===== config.mk =====
export PLATFORM = sky130hd
export DESIGN_NAME = saif_converter
export DESIGN_NICKNAME = d
export VERILOG_FILES = /design/src/logic/saif_pkg.sv /design/src/logic/saif_result_format.sv /design/src/logic/saif_converter.sv
export SDC_FILE = /design/constraint.sdc
export NUM_CORES = 1
export LEC_CHECK = 0
export BUFFER_PORTS_ARGS = -buffer_cell sky130_fd_sc_hd__buf_2
export CORE_UTILIZATION = 59
export DETAILED_ROUTE_END_ITERATION = 10
export PLACE_DENSITY = 0.84
export SLEW_MARGIN = 40
export SYNTH_ARGS = -nofsm -noshare
export SYNTH_HDL_FRONTEND = slang
export SYNTH_HIERARCHICAL = 1
export SYNTH_SLANG_ARGS = --single-unit

===== constraint.sdc =====
create_clock -name clock -period 6.5 [get_ports clock]
set_input_delay 0.975 -clock clock [delete_from_list [all_inputs] [get_ports clock]]
set_output_delay 0.975 -clock clock [all_outputs]
set_load 0.05 [all_outputs]

===== src/logic/saif_pkg.sv =====
// Contract
// - Subsystem runs only while enable bit set
// - Twenty-three selections; positive pin, temperature, supply
// - Negative side: pin, reference input, ground
// - Ground negative gives single-ended, else differential
// - Separate positive and negative channel-select registers
// - Each conversion loads high and low result bytes
// - Control bit 0 picks right or left justify
// - Single-ended unsigned; full scale 0x03FF or 0xFFC0
// - Single-ended unused result bits read zero
// - Differential two's complement, limits 0x01FF, 0xFE00, 0x8000
// - Right-justified differential sign-extends high byte
// - Left-justified differential zero low bits, 0x7FC0
// - Busy during conversion; its fall at completion sets done flag, an abort clears it without the flag
// - Conversion clock is system clock over divide+1
package saif_pkg;

  // ----------------------------------------------------------------
  // Widths
  // ----------------------------------------------------------------
  localparam int CODE_W = 10;
  localparam int RESULT_W = 16;
  localparam int DIV_W = 5;
  localparam int SEL_W = 5;
  localparam int REG_W = 8;
  localparam int ADDR_W = 8;
  localparam int DATA_W = 32;
  localparam int IDX_W = 4;

  // ----------------------------------------------------------------
  // Register byte offsets
  // ----------------------------------------------------------------
  localparam logic [ADDR_W-1:0] OFS_CONTROL = 8'h00;
  localparam logic [ADDR_W-1:0] OFS_POS_SEL = 8'h04;
  localparam logic [ADDR_W-1:0] OFS_NEG_SEL = 8'h08;
  localparam logic [ADDR_W-1:0] OFS_CONFIG = 8'h0C;
  localparam logic [ADDR_W-1:0] OFS_RESULT_HIGH = 8'h10;
  localparam logic [ADDR_W-1:0] OFS_RESULT_LOW = 8'h14;
  localparam logic [ADDR_W-1:0] OFS_IRQ_STATUS = 8'h18;
  localparam logic [ADDR_W-1:0] OFS_IRQ_ENABLE = 8'h1C;
  localparam logic [ADDR_W-1:0] OFS_IRQ_CLEAR = 8'h20;

  // ----------------------------------------------------------------
  // Field positions
  // ----------------------------------------------------------------
  localparam int CTL_LJST_BIT = 0;
  localparam int CTL_BUSY_BIT = 4;
  localparam int CTL_ENABLE_BIT = 7;
  localparam int IRQ_DONE_BIT = 0;

  // ----------------------------------------------------------------
  // Channel codes
  // ----------------------------------------------------------------
  localparam logic [SEL_W-1:0] SEL_PIN_LAST = 5'h14;
  localparam logic [SEL_W-1:0] POS_TEMP = 5'h1E;
  localparam logic [SEL_W-1:0] POS_SUPPLY = 5'h1F;
  localparam logic [SEL_W-1:0] NEG_VREF = 5'h1E;
  localparam logic [SEL_W-1:0] NEG_GND = 5'h1F;

  // ----------------------------------------------------------------
  // Reset values
  // ----------------------------------------------------------------
  localparam logic [SEL_W-1:0] POS_RESET = 5'h00;
  localparam logic [SEL_W-1:0] NEG_RESET = 5'h1F;
  localparam logic [DIV_W-1:0] DIV_RESET = 5'h1F;
  localparam logic [RESULT_W-1:0] RESULT_RESET = 16'h0000;

  typedef enum logic [2:0] {
    ST_IDLE = 3'b001,
    ST_TRACK = 3'b010,
    ST_CONV = 3'b100
  } saif_state_e;

endpackage


===== src/logic/saif_result_format.sv =====
`timescale 1ns/1ns
module saif_result_format #(
  parameter int CODE_W = saif_pkg::CODE_W,
  parameter int RESULT_W = saif_pkg::RESULT_W
) (
  // Raw converter code, offset binary
  input wire logic [CODE_W-1:0] raw_code,
  // Format controls
  input wire logic single_ended,
  input wire logic left_justify,
  // Packed result pair
  output logic [RESULT_W-1:0] result_word
);
  import saif_pkg::*;

  localparam int PAD_W = RESULT_W - CODE_W;

  initial begin
    if (PAD_W < 1) begin
      $error("result pair must be wider than the code");
    end
  end

  logic [CODE_W-1:0] value;

  always_comb begin
    // Differential codes are offset binary from the SAR; flipping the top bit gives two's complement
    value = single_ended ? raw_code : {~raw_code[CODE_W-1], raw_code[CODE_W-2:0]};
    if (left_justify) begin
      result_word = {value, {PAD_W{1'b0}}};
    end else if (single_ended) begin
      result_word = {{PAD_W{1'b0}}, value};
    end else begin
      result_word = {{PAD_W{value[CODE_W-1]}}, value};
    end
  end

endmodule


===== src/logic/saif_converter.sv =====
`timescale 1ns/1ns
module saif_converter #(
  parameter int DIV_W = saif_pkg::DIV_W
) (
  // Clock and reset
  input wire logic clock,
  input wire logic reset_n,
  input wire logic clk_en,
  // APB slave
  input wire logic psel,
  input wire logic penable,
  input wire logic pwrite,
  input wire logic [saif_pkg::ADDR_W-1:0] paddr,
  input wire logic [saif_pkg::DATA_W-1:0] pwdata,
  output logic [saif_pkg::DATA_W-1:0] prdata,
  output logic pready,
  output logic pslverr,
  // Analog front end
  input wire logic comparator_high,
  output logic converter_power_on,
  output logic [saif_pkg::SEL_W-1:0] positive_select,
  output logic [saif_pkg::SEL_W-1:0] negative_select,
  output logic single_ended_mode,
  output logic sample_hold,
  output logic [saif_pkg::CODE_W-1:0] dac_trial_code,
  // Status
  output logic conversion_busy,
  output logic irq
);
  import saif_pkg::*;

  initial begin
    if (DIV_W < 1 || DIV_W > REG_W) begin
      $error("divide field width out of range");
    end
  end

  // ----------------------------------------------------------------
  // Registers and state
  // ----------------------------------------------------------------
  logic enable_reg;
  logic ljst_reg;
  logic [SEL_W-1:0] pos_sel_reg;
  logic [SEL_W-1:0] neg_sel_reg;
  logic [DIV_W-1:0] div_reg;
  logic [RESULT_W-1:0] result_reg;
  logic irq_status_reg;
  logic irq_enable_reg;
  saif_state_e state_reg;
  logic [DIV_W-1:0] div_cnt_reg;
  logic [DIV_W-1:0] div_latched_reg;
  logic [IDX_W-1:0] bit_idx_reg;
  logic [CODE_W-1:0] code_reg;
  logic conv_single_reg;
  logic [DATA_W-1:0] prdata_reg;
  logic pready_reg;
  logic pslverr_reg;
  logic power_reg;
  logic se_mode_reg;
  logic busy_reg;
  logic irq_reg;

  logic [CODE_W-1:0] code_next;
  logic [RESULT_W-1:0] format_word;
  logic wr_en;
  logic rd_en;
  logic conv_tick;
  logic start_req;
  logic done_pulse;
  logic [REG_W-1:0] read_value;

  function automatic logic is_mapped(input logic [ADDR_W-1:0] addr);
    case (addr)
      OFS_CONTROL, OFS_POS_SEL, OFS_NEG_SEL, OFS_CONFIG, OFS_RESULT_HIGH,
      OFS_RESULT_LOW, OFS_IRQ_STATUS, OFS_IRQ_ENABLE, OFS_IRQ_CLEAR: is_mapped = 1'b1;
      default: is_mapped = 1'b0;
    endcase
  endfunction

  function automatic logic write_hit(input logic [ADDR_W-1:0] ofs);
    write_hit = wr_en && (paddr == ofs);
  endfunction

  // ----------------------------------------------------------------
  // APB access
  // ----------------------------------------------------------------
  // One wait state: answer is built in the first access cycle, so decode never sits in the output path
  assign rd_en = psel && penable && !pready_reg;
  assign wr_en = psel && penable && pwrite && pready_reg && is_mapped(paddr);

  always_ff @(posedge clock or negedge reset_n) begin
    if (!reset_n) begin
      pready_reg <= 1'b0;
      pslverr_reg <= 1'b0;
      prdata_reg <= '0;
    end else if (clk_en) begin
      pready_reg <= rd_en;
      pslverr_reg <= rd_en && !is_mapped(paddr);
      if (rd_en) begin
        prdata_reg <= {{(DATA_W-REG_W){1'b0}}, read_value};
      end
    end
  end

  always_comb begin
    read_value = '0;
    case (paddr)
      OFS_CONTROL: begin
        read_value[CTL_LJST_BIT] = ljst_reg;
        read_value[CTL_BUSY_BIT] = busy_reg;
        read_value[CTL_ENABLE_BIT] = enable_reg;
      end
      OFS_POS_SEL: read_value[SEL_W-1:0] = pos_sel_reg;
      OFS_NEG_SEL: read_value[SEL_W-1:0] = neg_sel_reg;
      OFS_CONFIG: read_value[DIV_W-1:0] = div_reg;
      OFS_RESULT_HIGH: read_value = result_reg[RESULT_W-1:REG_W];
      OFS_RESULT_LOW: read_value = result_reg[REG_W-1:0];
      OFS_IRQ_STATUS: read_value[IRQ_DONE_BIT] = irq_status_reg;
      OFS_IRQ_ENABLE: read_value[IRQ_DONE_BIT] = irq_enable_reg;
      default: read_value = '0;
    endcase
  end

  // ----------------------------------------------------------------
  // Configuration registers
  // ----------------------------------------------------------------
  always_ff @(posedge clock or negedge reset_n) begin
    if (!reset_n) begin
      enable_reg <= 1'b0;
      ljst_reg <= 1'b0;
    end else if (clk_en && write_hit(OFS_CONTROL)) begin
      enable_reg <= pwdata[CTL_ENABLE_BIT];
      ljst_reg <= pwdata[CTL_LJST_BIT];
    end
  end

  // Reserved codes are stored as written; the mux treats them as no connection
  always_ff @(posedge clock or negedge reset_n) begin
    if (!reset_n) begin
      pos_sel_reg <= POS_RESET;
      neg_sel_reg <= NEG_RESET;
    end else if (clk_en) begin
      if (write_hit(OFS_POS_SEL)) begin
        pos_sel_reg <= pwdata[SEL_W-1:0];
      end
      if (write_hit(OFS_NEG_SEL)) begin
        neg_sel_reg <= pwdata[SEL_W-1:0];
      end
    end
  end

  always_ff @(posedge clock or negedge reset_n) begin
    if (!reset_n) begin
      div_reg <= DIV_W'(DIV_RESET);
    end else if (clk_en && write_hit(OFS_CONFIG)) begin
      div_reg <= pwdata[DIV_W-1:0];
    end
  end

  // ----------------------------------------------------------------
  // Analog front-end drive
  // ----------------------------------------------------------------
  always_ff @(posedge clock or negedge reset_n) begin
    if (!reset_n) begin
      power_reg <= 1'b0;
      se_mode_reg <= 1'b0;
    end else if (clk_en) begin
      power_reg <= enable_reg;
      se_mode_reg <= (neg_sel_reg == NEG_GND);
    end
  end

  // ----------------------------------------------------------------
  // Conversion clock divider
  // ----------------------------------------------------------------
  // Divide value is latched at start so a mid-conversion write cannot stretch the current one
  assign conv_tick = (state_reg != ST_IDLE) && (div_cnt_reg == div_latched_reg);

  always_ff @(posedge clock or negedge reset_n) begin
    if (!reset_n) begin
      div_cnt_reg <= '0;
      div_latched_reg <= DIV_W'(DIV_RESET);
    end else if (clk_en) begin
      if (start_req) begin
        div_cnt_reg <= '0;
        div_latched_reg <= div_reg;
      end else if (conv_tick) begin
        div_cnt_reg <= '0;
      end else if (state_reg != ST_IDLE) begin
        div_cnt_reg <= div_cnt_reg + 1'b1;
      end
    end
  end

  // ----------------------------------------------------------------
  // Successive approximation sequencer
  // ----------------------------------------------------------------
  assign start_req = write_hit(OFS_CONTROL) && pwdata[CTL_ENABLE_BIT] && pwdata[CTL_BUSY_BIT]
                     && (state_reg == ST_IDLE);
  assign done_pulse = enable_reg && (state_reg == ST_CONV) && conv_tick && (bit_idx_reg == '0);

  always_comb begin
    code_next = code_reg;
    if (!comparator_high) begin
      code_next[bit_idx_reg] = 1'b0;
    end
    if (bit_idx_reg != '0) begin
      code_next[bit_idx_reg - 1'b1] = 1'b1;
    end
  end

  always_ff @(posedge clock or negedge reset_n) begin
    if (!reset_n) begin
      state_reg <= ST_IDLE;
      bit_idx_reg <= '0;
      code_reg <= '0;
      conv_single_reg <= 1'b0;
    end else if (clk_en) begin
      if (!enable_reg) begin
        state_reg <= ST_IDLE;
      end else begin
        case (state_reg)
          ST_IDLE: begin
            if (start_req) begin
              state_reg <= ST_TRACK;
              conv_single_reg <= (neg_sel_reg == NEG_GND);
            end
          end
          ST_TRACK: begin
            if (conv_tick) begin
              state_reg <= ST_CONV;
              bit_idx_reg <= IDX_W'(CODE_W - 1);
              code_reg <= CODE_W'(1) << (CODE_W - 1);
            end
          end
          ST_CONV: begin
            if (conv_tick) begin
              code_reg <= code_next;
              if (bit_idx_reg == '0) begin
                state_reg <= ST_IDLE;
              end else begin
                bit_idx_reg <= bit_idx_reg - 1'b1;
              end
            end
          end
          default: state_reg <= ST_IDLE;
        endcase
      end
    end
  end

  always_ff @(posedge clock or negedge reset_n) begin
    if (!reset_n) begin
      busy_reg <= 1'b0;
    end else if (clk_en) begin
      busy_reg <= enable_reg && (start_req || ((state_reg != ST_IDLE) && !done_pulse));
    end
  end

  // ----------------------------------------------------------------
  // Result formatting
  // ----------------------------------------------------------------
  saif_result_format #(
    .CODE_W(CODE_W),
    .RESULT_W(RESULT_W)
  ) u_format (
    .raw_code(code_next),
    .single_ended(conv_single_reg),
    .left_justify(ljst_reg),
    .result_word(format_word)
  );

  always_ff @(posedge clock or negedge reset_n) begin
    if (!reset_n) begin
      result_reg <= RESULT_RESET;
    end else if (clk_en && done_pulse) begin
      result_reg <= format_word;
    end
  end

  // ----------------------------------------------------------------
  // Interrupt
  // ----------------------------------------------------------------
  always_ff @(posedge clock or negedge reset_n) begin
    if (!reset_n) begin
      irq_status_reg <= 1'b0;
      irq_enable_reg <= 1'b0;
      irq_reg <= 1'b0;
    end else if (clk_en) begin
      if (done_pulse) begin
        irq_status_reg <= 1'b1;
      end else if (write_hit(OFS_IRQ_CLEAR) && pwdata[IRQ_DONE_BIT]) begin
        irq_status_reg <= 1'b0;
      end
      if (write_hit(OFS_IRQ_ENABLE)) begin
        irq_enable_reg <= pwdata[IRQ_DONE_BIT];
      end
      irq_reg <= irq_status_reg && irq_enable_reg;
    end
  end

  assign prdata = prdata_reg;
  assign pready = pready_reg;
  assign pslverr = pslverr_reg;
  assign converter_power_on = power_reg;
  assign positive_select = pos_sel_reg;
  assign negative_select = neg_sel_reg;
  assign single_ended_mode = se_mode_reg;
  assign sample_hold = busy_reg;
  assign dac_trial_code = code_reg;
  assign conversion_busy = busy_reg;
  assign irq = irq_reg;
endmodule


==> impl_metrics.ini <==
[sta]
setup_ws_ns = 3.75
relSlewSlack = 0.468
worst_slew_pin_slew_ns = 0.798
finalSetupTns_ns = 0
slew_violations = 0
fmax_mhz = 364
hold_viol = 0
fin_crit_sh = 0.423
setup_viol = 0
rsz0062_at_grt = false
skew_ns = 0.00894
min_period_ns = 2.75

[outcome]
outcome = completed

[final_layout]
fillers = 574
layout_common_cells = dfrtp_1, buf_2, nand2_1, mux2_2, conb_1
regArea_mm2 = 0.00195
drive_gt1_frac = 0.306
final_common_cell = dfrtp_1
synthToLayoutAreaGrowth_pct = 9.39
multiInputGateArea_mm2 = 0.00232
insertedDiodeCount = 0
largest_register_ffs = 16
layout.nets = 539

[grt]
grt_pass1_vias = 3273
grt_pass1_wl_um = 16000
grt_util_all_layers = 0.268
grt_overflow = 0
grt_max_degree = 78
antenna_found_initial = 0

[logic_synthesis]
yosysTopAreaCell = dfrtp_1
ys_ff_latch = 77
yosys_warnings = 6
syn_area_per_cell_um2 = 10.3
synth_edf_count = 0
netlist_area_mm2 = 0.00451
synth_top_area_share = 0.339
yosysSeqAreaShare = 0.432
syn_inst = 436
synth-main-ff-cell = dfrtp_1
async_flop_share = 1.00
synth_cell_type_count = 73
synth.area.top_cells = dfrtp_1, dfstp_2, mux2_2

[power]
p_leak_uw = 0.00232
comb_power_share = 0.086
p_int_uw = 652
p_sw_frac = 0.275
p_switching_uw = 248
power.density_mw_per_mm2 = 183
peakVddDrop_mv = 0.160
p_seq_frac = 0.537
clkPwrFrac = 0.377

[placed_design]
port_buffers = 55
gp_congestion = 0.996
dp_hpwl_um = 7240
post-place-ws_ns = 3.53

[clock_network]
cts-hold-fix-buffers = 0
cts_buffer_depth = 2
cts_buffers = 9
clk_pin_slew_ns = 0.08
clkLatencyLatePin_ns = 0.35
cts_num_sinks = 77
cts_resized = 0
cts_htree_levels = 3
cts_tree = yes
clk_root_buffer_cell = clkbuf_8
post_cts_buffers = 0

[critical_path]
crit_type = in2reg
start_kind = input port
path_cells = buf_2 > nor3_1 > nand3_1 > or4_1 > o21ai_0 > o41ai_2
reg2reg_slack_ns = 3.87
cp.arrival_ns = 2.97
cp_slowest_cell = or4_1
path_buf_inv = 1
cp.required_ns = 6.72
reg2reg_depth = 7
cp-end-kind = register
cpLargestDelayFamily = simple AND/OR/NAND/NOR gates
cp.depth = 6
crit_fanout = 14
slowest_delay_ns = 0.73

[flow_run]
maxCapViolCount = 0

[detailed_routing]
wire_per_inst_um = 17.0
via_per_inst = 6.07
drtIter0Drc = 242
ant_nets = 0
route.detailed.drc = 0
vias = 3577
drt_wl_total_um = 10000
dr.pass1.iters = 5

[floorplanning]
fp-row-count = 31
die_w_um = 89.4
ios = 106
fp.dieH_um = 89.4
dieArea_mm2 = 0.00799
fp.coreArea_mm2 = 0.00733
start_util = 0.615

[hold_path]
hold_class = reg2reg
worstHoldPathCells = 2
==> cell type report <==
class                           instances  share of cell area
Multi-Input combinational cell        326               0.470
Sequential cell                        77               0.395
Timing Repair Buffer                   57              0.0609
Clock buffer                           11              0.0307
Tap cell                               99              0.0251
Inverter                               14              0.0107
Clock inverter                          5             0.00711
==> power by group through the flow <==
| stage | clock, µW | sequential, µW | combinational (µW) |
|---|---|---|---|
| 6_report | 340 | 483 | 77.5 |
| 4_1_cts | 344 | 483 | 77.5 |
| 2_1_floorplan | 0 | 498 | 58.0 |
| 3_3_place_gp | 0 | 492 | 75.7 |
| 5_1_grt | 364 | 484 | 84.4 |
| 3_5_place_dp | 0 | 492 | 77.1 |
==> worst reg2reg max path: cells and delay by family, from the launching register on <==
family | cells | cell delay, ns
buffers and inverters | 1 | 0.19
AO/OA/AOI/OAI | 1 | 0.28
adder cells (fa/ha/maj) | 1 | 0.38
AND/OR/NAND/NOR | 3 | 0.89
multiplexers | 1 | 0.31
flip-flops | 1 | 0.48
==> synth_stat cells (9+ instances only) <==
master and n:
nand2_1 47, dfrtp_1 61, dfstp_2 16, mux2_1 9
o21ai_0 20, buf_4 26, inv_1 12, mux2_2 35
nand3_1 18, nor2_1 19, nor2b_1 18
==> worst paths after layout <==
path,startpoint,endpoint
max in group asynchronous,reset_n,bit_idx_reg[2]
setup reg to reg,bit_idx_reg[0],state_reg[2]
hold / removal,prdata[7],prdata[7]
min in group asynchronous,reset_n,dac_trial_code[8]
setup / recovery,paddr[3],conv_single_reg
hold reg to reg,prdata[7],prdata[7]
==> through the flow <==
stage               cells  power [µW]   util  hold WS [ns]  area (µm²)
floorplan             459         556      -         0.452        4590
global placement      571         568  0.643         0.454        4710
detailed placement    573         570  0.647         0.458        4740
CTS                   589         905  0.672         0.484        4930
global route          589         933  0.672         0.515        4930
finish                589         901  0.672         0.482        4930
==> metal layers <==
layer,track usage,part of all wire,vias to the layer above
met1,0.370,0.44,1778
met2,0.418,0.47,160
met3,0.0591,0.063,19
li1,-,-,1620
met5,0,0,-
met4,0.0967,0.022,0
==> cell families (layout without fill, tap and decap cells) <==
logic type	Yosys count	count (layout)	synth area share
simple gates	153	153	0.185
mux	56	56	0.148
other cells	1	24	0.000832
xor+xnor	3	3	0.00583
compound gates	83	83	0.134
fa+ha+maj	7	7	0.0194
flops	77	77	0.432
buf+inv	56	87	0.0744
(Power assumes the default switching activity.)
